`config.mk`:
```
export PLATFORM = sky130hd
export DESIGN_NAME = scp_prescaler
export DESIGN_NICKNAME = d
export VERILOG_FILES = /design/src/include/scp_pkg.sv /design/src/include/scp_div_if.sv /design/src/hw/scp_unlock_window.sv /design/src/hw/scp_divider.sv /design/src/hw/scp_prescaler.sv
export VERILOG_INCLUDE_DIRS = /design/src /design/src/include
export SDC_FILE = /design/constraint.sdc
export NUM_CORES = 1
export LEC_CHECK = 0
export ABC_CLOCK_PERIOD_IN_PS = 3350
export BUFFER_PORTS_ARGS = -buffer_cell sky130_fd_sc_hd__buf_2
export CAP_MARGIN = 5
export CORE_MARGIN = 2
export CORE_UTILIZATION = 45
export DETAILED_ROUTE_END_ITERATION = 16
export MAX_ROUTING_LAYER = met4
export PLACE_DENSITY = 0.77
export SYNTH_ARGS = -nofsm -noshare
export SYNTH_HDL_FRONTEND = slang
export SYNTH_SLANG_ARGS = --single-unit
```
`constraint.sdc`:
```
create_clock -name i_clock -period 3.35 [get_ports i_clock]
set_input_delay 0.335 -clock i_clock [delete_from_list [all_inputs] [get_ports i_clock]]
set_output_delay 0.335 -clock i_clock [all_outputs]
set_load 0.02 [all_outputs]
```
`src/include/scp_defines.svh`:
```
// Register offsets, field positions, reset values and cycle counts of the clock prescaler.
`ifndef SCP_DEFINES_SVH
`define SCP_DEFINES_SVH
`define SCP_ADDR_W        2
`define SCP_ADDR_TRIM     2'h0
`define SCP_ADDR_CTRL     2'h1
`define SCP_UNLOCK_BIT    7
`define SCP_SEL_MSB       3
`define SCP_CTRL_UNLOCK   8'h80
`define SCP_SEL_RST_DIV1  4'h0
`define SCP_SEL_RST_DIV8  4'h3
`define SCP_SEL_MAX       4'h8
`define SCP_UNLOCK_CYCLES 4
`endif

```
`src/include/scp_pkg.sv`:
```
// Types shared by the clock prescaler modules.
package scp_pkg;
   typedef enum logic [0:0] {
      SCP_LOCKED = 1'b0,
      SCP_OPEN   = 1'b1
   } scp_lock_t;
   typedef logic [3:0] scp_sel_t;
endpackage

```
`src/include/scp_div_if.sv`:
```
// Link between the prescaler register logic and its divider.
`timescale 1ns/100ps
`default_nettype none
interface scp_div_if;
   scp_pkg::scp_sel_t sel;
   scp_pkg::scp_sel_t cur;
   logic              tick;
   logic              level;
   modport drv (input sel, output cur, output tick, output level);
   modport use_side (output sel, input cur, input tick, input level);
endinterface
`default_nettype wire

```
`src/hw/scp_unlock_window.sv`:
```
// Timed window that opens the division field for a short while after a clean unlock write.
`timescale 1ns/100ps
`default_nettype none
`include "scp_defines.svh"
module scp_unlock_window #(
   parameter int COUNT = `SCP_UNLOCK_CYCLES
) (
   // Clock and reset
   input  wire logic i_clock,
   input  wire logic i_rst,
   // Control
   input  wire logic i_start,
   input  wire logic i_cancel,
   // Status
   output logic      o_open
);
   localparam int CW = $clog2(COUNT + 1);
   localparam logic [CW-1:0] LAST = CW'(COUNT - 1);

   scp_pkg::scp_lock_t state_q;
   scp_pkg::scp_lock_t state_d;
   logic [CW-1:0]      cnt_q;
   logic [CW-1:0]      cnt_d;

   // A second unlock while open is ignored, so the window cannot be stretched.
   always_comb begin
      state_d = state_q;
      cnt_d   = cnt_q;
      case (state_q)
         scp_pkg::SCP_LOCKED: begin
            cnt_d = '0;
            if (i_start && !i_cancel) begin
               state_d = scp_pkg::SCP_OPEN;
            end
         end
         scp_pkg::SCP_OPEN: begin
            cnt_d = cnt_q + CW'(1);
            if (i_cancel || cnt_q == LAST) begin
               state_d = scp_pkg::SCP_LOCKED;
            end
         end
         default: begin
            state_d = scp_pkg::SCP_LOCKED;
         end
      endcase
   end

   always_ff @(posedge i_clock or posedge i_rst) begin
      if (i_rst) begin
         state_q <= scp_pkg::SCP_LOCKED;
         cnt_q   <= '0;
      end else begin
         state_q <= state_d;
         cnt_q   <= cnt_d;
      end
   end

   assign o_open = (state_q == scp_pkg::SCP_OPEN);
endmodule
`default_nettype wire

```
`src/hw/scp_divider.sv`:
```
// Power-of-two divider that switches factor only at the end of a whole divided period.
`timescale 1ns/100ps
`default_nettype none
`include "scp_defines.svh"
module scp_divider (
   // Clock and reset
   input  wire logic i_clock,
   input  wire logic i_rst,
   // Divider link
   scp_div_if.drv    div
);
   logic [7:0]        cnt_q;
   scp_pkg::scp_sel_t cur_q;
   logic              tick_q;
   logic              level_q;

   function automatic logic [7:0] scp_mask(input scp_pkg::scp_sel_t s);
      logic [8:0] one_hot;
      one_hot = 9'h001 << s;
      return one_hot[7:0] - 8'h01;
   endfunction

   // Reserved codes act as the largest factor rather than something faster.
   wire scp_pkg::scp_sel_t sel_clamped = (div.sel > `SCP_SEL_MAX) ? `SCP_SEL_MAX : div.sel;
   wire [7:0]              cur_mask    = (cur_q == `SCP_SEL_MAX) ? 8'hFF : scp_mask(cur_q);
   wire                    wrap        = (cnt_q == cur_mask);

   // The factor changes only at a period boundary, so no pulse is cut short.
   always_ff @(posedge i_clock or posedge i_rst) begin
      if (i_rst) begin
         cnt_q   <= 8'h00;
         cur_q   <= `SCP_SEL_RST_DIV1;
         tick_q  <= 1'b0;
         level_q <= 1'b0;
      end else if (wrap) begin
         cnt_q   <= 8'h00;
         cur_q   <= sel_clamped;
         tick_q  <= 1'b1;
         level_q <= ~level_q;
      end else begin
         cnt_q   <= cnt_q + 8'h01;
         tick_q  <= 1'b0;
      end
   end

   assign div.cur   = cur_q;
   assign div.tick  = tick_q;
   assign div.level = level_q;
endmodule
`default_nettype wire

```
`src/hw/scp_prescaler.sv`:
```
// Top of the system clock prescaler: registers, unlock sequencing, clock fan-out and clock-out pin.
`timescale 1ns/100ps
`default_nettype none
`include "scp_defines.svh"
// What this block does
// - Clock-out fuse drives system clock onto pin.
// - Pin shows clock during reset, overriding port.
// - Pin carries the divided clock, not source.
// - One factor drives core, memory, I/O, converter.
// - Factor change makes no glitch or runt.
// - No intermediate frequency above old and new.
// - New rate active within old plus two new.
// - Divider count state is never software visible.
// - Division field changes only while unlocked.
// - Unlock bit sets only with others zero.
// - Unlock clears after four cycles or field write.
// - Unlock rewrite neither extends nor clears window.
// - Reset loads divide one, or eight by fuse.
// - Any factor writable regardless of the fuse.
// - Field codes two to power, up to 256.
// - Chip reset loads factory trim value.
// - Software trim writes retune the oscillator.
// - Top trim bit picks low or high range.
// - Lower seven trim bits tune within range.
module scp_prescaler #(
   parameter int UNLOCK_CYCLES = `SCP_UNLOCK_CYCLES
) (
   // Clock and resets
   input  wire logic                   i_clock,
   input  wire logic                   i_rst,
   input  wire logic                   i_chip_reset,
   // Fuses and factory data
   input  wire logic                   i_clock_out_fuse,
   input  wire logic                   i_start_divide_by_eight_fuse,
   input  wire logic [7:0]             i_factory_trim,
   // Register port
   input  wire logic [`SCP_ADDR_W-1:0] i_addr,
   input  wire logic [7:0]             i_wdata,
   input  wire logic                   i_wr,
   input  wire logic                   i_rd,
   output logic [7:0]                  o_rdata,
   // Ordinary port function of the shared pin
   input  wire logic                   i_port_out,
   input  wire logic                   i_port_oe,
   // Clock enables of the four domains
   output logic                        o_core_clock_en,
   output logic                        o_program_memory_clock_en,
   output logic                        o_io_clock_en,
   output logic                        o_converter_clock_en,
   // Clock-out pin
   output logic                        o_clock_out_pin,
   output logic                        o_clock_out_pin_oe,
   // Oscillator trim word
   output logic [7:0]                  o_rc_osc_trim
);
   logic [7:0]        trim_q;
   scp_pkg::scp_sel_t sel_q;
   logic              init_q;
   logic              dom_en_q;
   logic              pin_q;
   logic              pin_oe_q;
   logic [7:0]        rdata_q;
   logic              unlock_open;

   scp_div_if div ();

   // Defaults are loaded in the cycle after the asynchronous reset and while chip reset is held.
   wire load_defaults = init_q | i_chip_reset;

   wire wr_trim = i_wr & (i_addr == `SCP_ADDR_TRIM) & ~load_defaults;
   wire wr_ctrl = i_wr & (i_addr == `SCP_ADDR_CTRL) & ~load_defaults;

   wire clean_unlock = wr_ctrl & (i_wdata == `SCP_CTRL_UNLOCK);
   wire sel_write    = wr_ctrl & ~i_wdata[`SCP_UNLOCK_BIT] & unlock_open;

   wire scp_pkg::scp_sel_t reset_sel =
      i_start_divide_by_eight_fuse ? `SCP_SEL_RST_DIV8 : `SCP_SEL_RST_DIV1;

   // The divider count is kept out of the read path on purpose.
   wire [7:0] ctrl_view = {unlock_open, 3'h0, sel_q};

   wire hit_trim = (i_addr == `SCP_ADDR_TRIM);
   wire hit_ctrl = (i_addr == `SCP_ADDR_CTRL);

   wire [7:0] rd_mux  = hit_trim ? trim_q : (hit_ctrl ? ctrl_view : 8'h00);
   wire [7:0] rd_next = i_rd ? rd_mux : 8'h00;

   // The fuse overrides the port function, also while chip reset is held.
   wire pin_next    = i_clock_out_fuse ? div.level : i_port_out;
   wire pin_oe_next = i_clock_out_fuse | i_port_oe;

   assign div.sel = sel_q;

   scp_unlock_window #(
      .COUNT (UNLOCK_CYCLES)
   ) u_window (
      .i_clock  (i_clock),
      .i_rst    (i_rst),
      .i_start  (clean_unlock),
      .i_cancel (sel_write | load_defaults),
      .o_open   (unlock_open)
   );

   scp_divider u_divider (
      .i_clock (i_clock),
      .i_rst   (i_rst),
      .div     (div)
   );

   always_ff @(posedge i_clock or posedge i_rst) begin
      if (i_rst) begin
         init_q <= 1'b1;
      end else begin
         init_q <= 1'b0;
      end
   end

   // Trim word: zero during asynchronous reset, factory value after it and on chip reset, software value otherwise.
   always_ff @(posedge i_clock or posedge i_rst) begin
      if (i_rst) begin
         trim_q <= 8'h00;
      end else if (load_defaults) begin
         trim_q <= i_factory_trim;
      end else if (wr_trim) begin
         trim_q <= i_wdata;
      end
   end

   // Division field: any code is accepted once unlocked, whatever the fuse says.
   always_ff @(posedge i_clock or posedge i_rst) begin
      if (i_rst) begin
         sel_q <= `SCP_SEL_RST_DIV1;
      end else if (load_defaults) begin
         sel_q <= reset_sel;
      end else if (sel_write) begin
         sel_q <= i_wdata[`SCP_SEL_MSB:0];
      end
   end

   // A single enable flop feeds every domain so they can never drift apart.
   always_ff @(posedge i_clock or posedge i_rst) begin
      if (i_rst) begin
         dom_en_q <= 1'b0;
      end else begin
         dom_en_q <= div.tick;
      end
   end

   always_ff @(posedge i_clock or posedge i_rst) begin
      if (i_rst) begin
         pin_q    <= 1'b0;
         pin_oe_q <= 1'b0;
      end else begin
         pin_q    <= pin_next;
         pin_oe_q <= pin_oe_next;
      end
   end

   always_ff @(posedge i_clock or posedge i_rst) begin
      if (i_rst) begin
         rdata_q <= 8'h00;
      end else begin
         rdata_q <= rd_next;
      end
   end

   assign o_rdata                   = rdata_q;
   assign o_core_clock_en           = dom_en_q;
   assign o_program_memory_clock_en = dom_en_q;
   assign o_io_clock_en             = dom_en_q;
   assign o_converter_clock_en      = dom_en_q;
   assign o_clock_out_pin           = pin_q;
   assign o_clock_out_pin_oe        = pin_oe_q;
   // Bit 7 picks the range and bits 6 to 0 tune within it; the oscillator reads the word whole.
   assign o_rc_osc_trim             = trim_q;
endmodule
`default_nettype wire

```
==> results.md <==
- The flow ran to the end, and the final reports show no timing, DRC or antenna violations.
- The insertion delay of the later-clocked pin in the worst-skew pair is 300 ps.
- The final setup skew is 6.680 ps.
- The detailed router's first-iteration violation count is 92.
- Compared with the post-synthesis result, the final layout area differs by 17.83%.
- Summing internal, switching and leakage power gives 1.683 mW.
- Traced cell by cell, the critical path runs through or4b_2, ha_1, nor3b_1, a21oi_1, o22ai_1, xnor2_1, nor4_4, mux2_2.
- The mean instance size in the synthesized netlist is 10.75 um^2.
- The tool flagged a number of max-cap violations equal to 0.
- The floorplan die area is 5142 um^2.
- The worst register-to-register path has a depth of 8.
- STA puts the critical path data arrival time at 3150 ps.
- The critical path endpoint category is a flop.
- In this run the core area contains 24 standard-cell rows.
- The leakage power of the design is 1.198 nW.
- Static timing analysis puts the maximum clock frequency at 337.8 MHz.
- The tree is rooted in a sky130_fd_sc_hd__clkbuf_8.
- The post-route minimum period is 2960 ps.
- The hold buffer count at CTS is 0.
- The number of diodes is 0.
- The routed wire length is 4.053 mm.
- With fillers left out, the area of the finished cells amounts to 2431 um^2.
- The net count of the finished layout is 271.
- The detailed-route via count is 1569.
- Yosys printed 0 warnings.
- The tightest hold path in the finished design has a slack of 147.3 ps.
- The remaining routing DRC violations is 0.
- The number of buffers between clock root and the deepest sink is 2.
- Entering global routing, the biggest net connects 24 pins.
- The sequential element share of the synthesized area is 51.00%.
- STA puts the critical path data required time at 3540 ps.
- The worst stage delay on the critical path is 610 ps.
- The layout filler cell count is 381.
- The number of antenna violations at the first check in global routing is 0.
- In this run the tightest slew margin relative to its limit is 36.20%.
- When the netlist entered floorplanning its net count stood at 223.
- The count of pins over their slew limit was 0.
- The maximum fanout count along the critical path is 11.
- In the synthesized netlist, the number of instances is 192.
- Setup repair after global routing left no endpoint under its margin.
- From bottom edge to top edge, the die measures 71.71 um.
- The final count of hold timing violations is 0.
- The placement-stage cell area is 2321 um^2.
- Setup slack on the worst reg-to-reg path comes out at 390 ps.
- The power per cell area is 692.2 nW/um^2.
- The detail route stage leaves a number of antenna-violating nets equal to 0.
- The global-route usage over all layers is 18.49%.
- The number of clock buffers added by TritonCTS is 5.
- Clock-pin slew was measured on the worst setup and hold paths at 80 ps.
- The count of clock tree sinks is 42.
- After legalization and detailed placement, the total HPWL measured 3.043 mm.
- The die is 71.71 um wide.
- The area of the core is 4384 um^2.
- The worst-margin pin slew is 955.0 ps.
- Pin placement for this block handled 49 I/O pins.
- The total overflow reported by the global router is 0.
- In the final layout, the share of cells above drive strength 1 is 29.46%.
- The endpoint identified for the worst register-to-register timing path is u_divider.div.cur[0]$_DFFE_PP0N_.
- The worst setup path is of the flop to flop kind.
- The first TritonRoute pass finished after 4 iterations.
- The routed wirelength normalized by instance count is 13.83 um.
- The post-CTS setup repair buffer count is 0.
- In this run the worst hold path is classified as input pin to asynchronous set/reset pin.
- The share of the clock period used by the worst path is 88.36%.
- The first-pass GRT wire length is 7.086 mm.
- The placer congestion estimate is 0.8412.
- Across the VDD grid, the largest voltage drop is 0.3713 mV.
- The number of gates resized after CTS is 0.
- The TritonCTS clock tree is done.
- In this run, distinct cell masters in the synthesized netlist total 41.
- The H-tree was split into 2 levels.
- The slowest stage of the critical path belongs to the cell sky130_fd_sc_hd__or4b_2.
- The startpoint type of the worst setup path is a flop.
- The start of the worst register-to-register path is u_divider.div.cur[0]$_DFFE_PP0N_.
- After detailed routing, the number of vias per cell comes to 5.355.
- For this configuration, the core starts out at a cell density of 47.06%.
- The cell area after synthesis is 2063 um^2.
- Setup violations remaining at the end of the flow were counted as 0.
- The via count of the first global-routing pass is 1548.
- Counting flops and latches in the post-synthesis netlist gives 42.
- After routing, the total negative slack on setup checks comes to 0 ps.
- The number of port buffers is 48.
==> state kept, by name (all words and copies together), names as in the netlist <==
name,cells
u_window.o_open,1
o_clock_out_pin_oe,1
u_divider.div.level,1
u_divider.cnt_q,8
o_converter_clock_en,1
u_divider.div.tick,1
o_rdata,8
o_clock_out_pin,1
div.sel,4
init_q,1
o_rc_osc_trim,8
u_divider.div.cur,4
u_window.cnt_q,3
==> stage by stage <==
step	util (%)	std cells	setup WS (ps)
floorplan	-	192	321.5
global placement	52.94	285	429.9
detailed placement	52.94	285	402.2
CTS	55.45	293	392.0
global route	55.45	293	172.5
finish	55.45	293	390.0
==> cells in the final DEF, fill, tap and decap left out, types with 2 or more instances in the layout <==
| master | Yosys | layout |
|---|---|---|
| sky130_fd_sc_hd__and3_1 | 5 | 5 |
| sky130_fd_sc_hd__xor2_1 | 8 | 8 |
| sky130_fd_sc_hd__ha_1 | 4 | 4 |
| sky130_fd_sc_hd__o21ai_0 | 10 | 10 |
| sky130_fd_sc_hd__clkbuf_8 | 0 | 5 |
| sky130_fd_sc_hd__nand3_1 | 6 | 6 |
| sky130_fd_sc_hd__nor2_1 | 20 | 20 |
| sky130_fd_sc_hd__xnor2_1 | 5 | 5 |
| sky130_fd_sc_hd__a21oi_1 | 6 | 6 |
| sky130_fd_sc_hd__nor3_1 | 7 | 7 |
| sky130_fd_sc_hd__nand2b_1 | 2 | 2 |
| sky130_fd_sc_hd__dfrtp_1 | 41 | 41 |
| sky130_fd_sc_hd__nand2_1 | 13 | 13 |
| sky130_fd_sc_hd__inv_1 | 3 | 3 |
| sky130_fd_sc_hd__buf_2 | 2 | 48 |
| sky130_fd_sc_hd__nor4_1 | 3 | 3 |
| sky130_fd_sc_hd__nor2b_1 | 6 | 6 |
| sky130_fd_sc_hd__mux2_2 | 4 | 4 |
| sky130_fd_sc_hd__buf_4 | 3 | 6 |
| sky130_fd_sc_hd__mux2i_1 | 17 | 17 |
==> power breakdown <==
part           switching [mW]  internal (mW)  total [mW]
sequential              0.103          0.597       0.700
combinational           0.330          0.258       0.588
clock                   0.173          0.222       0.395
total                   0.606           1.08        1.68
==> per-layer routing <==
metal / wire (um) / vias to the layer above / track usage (%)
li1: - / 752 / -
met1: 1930 / 768 / 24.66
met2: 1844 / 41 / 26.85
met3: 177 / 8 / 3.938
met4: 100 / 0 / 9.015
met5: 0 / - / -
==> kinds of logic (layout without fill, tap and decap cells) <==
| kind of cell | after synthesis | in the layout | share of synthesized area, % |
|---|---|---|---|
| adder cells (fa/ha/maj) | 4 | 4 | 2.426 |
| flip-flops | 42 | 42 | 51.00 |
| XOR/XNOR | 13 | 13 | 5.519 |
| buffers and inverters | 16 | 65 | 5.033 |
| AO/OA/AOI/OAI | 24 | 24 | 7.036 |
| other | 1 | 1 | 0.1818 |
| AND/OR/NAND/NOR | 70 | 70 | 17.65 |
| multiplexers | 22 | 22 | 11.16 |
==> layout make-up <==
| type | count | area (um^2) | share of cell area (%) |
|---|---|---|---|
| Timing Repair Buffer | 54 | 285.3 | 11.73 |
| Clock inverter | 2 | 37.54 | 1.544 |
| Inverter | 3 | 11.26 | 0.4632 |
| Multi-Input combinational cell | 134 | 907.1 | 37.31 |
| Clock buffer | 6 | 72.57 | 2.985 |
| Tap cell | 52 | 65.06 | 2.676 |
| Sequential cell | 42 | 1052 | 43.28 |
==> critical path: cells and delay by family, from the launching register on <==
| family | cells | cell delay [ps] |
|---|---|---|
| AND/OR/NAND/NOR | 3 | 1240 |
| flip-flops | 1 | 480 |
| multiplexers | 1 | 390 |
| adder cells (fa/ha/maj) | 1 | 310 |
| AO/OA/AOI/OAI | 2 | 240 |
| XOR/XNOR | 1 | 190 |
==> synth_stat cells (all sizes together) <==
library cell | count | area share (%)
o31ai | 1 | 0.36
and3 | 5 | 1.5
nand3 | 6 | 1.5
buf | 10 | 3.9
o221ai | 1 | 0.73
xnor2 | 5 | 2.1
clkbuf | 3 | 0.55
nor3b | 1 | 0.36
nand2b | 2 | 0.61
nand4 | 1 | 0.30
a211oi | 1 | 0.36
and2 | 1 | 0.30
dfrtp | 41 | 50
nor4bb | 1 | 0.49
or2 | 1 | 0.30
o21ai | 10 | 2.4
or4b | 1 | 0.49
nor2b | 6 | 1.8
nor3 | 7 | 1.7
conb | 1 | 0.18
nand2 | 13 | 2.4
a31oi | 1 | 0.30
dfstp | 1 | 1.3
nor4 | 4 | 1.9
a21boi | 2 | 0.73
mux2i | 17 | 8.2
mux2 | 5 | 2.9
nand3b | 1 | 0.36
nor2 | 20 | 3.6
xor2 | 8 | 3.4
inv | 3 | 0.55
a21oi | 6 | 1.5
o211ai | 1 | 0.36
ha | 4 | 2.4
o22ai | 1 | 0.30
==> worst max path at each step <==
stage	from	to	slack [ps]
floorplan	u_divider.div.cur[3]$_DFFE_PP0N_	u_divider.div.cur[3]$_DFFE_PP0N_	320
global placement	u_divider.div.cur[0]$_DFFE_PP0N_	u_divider.div.cur[2]$_DFFE_PP0N_	430
detailed placement	u_divider.div.cur[0]$_DFFE_PP0N_	u_divider.div.cur[0]$_DFFE_PP0N_	400
CTS	u_divider.div.cur[0]$_DFFE_PP0N_	u_divider.div.cur[0]$_DFFE_PP0N_	390
global route	u_divider.div.cur[1]$_DFFE_PP0N_	u_divider.div.level$_DFFE_PP0N_	170
finish	u_divider.div.cur[0]$_DFFE_PP0N_	u_divider.div.cur[0]$_DFFE_PP0N_	390
Note: power is estimated with default switching activity, not from simulation.
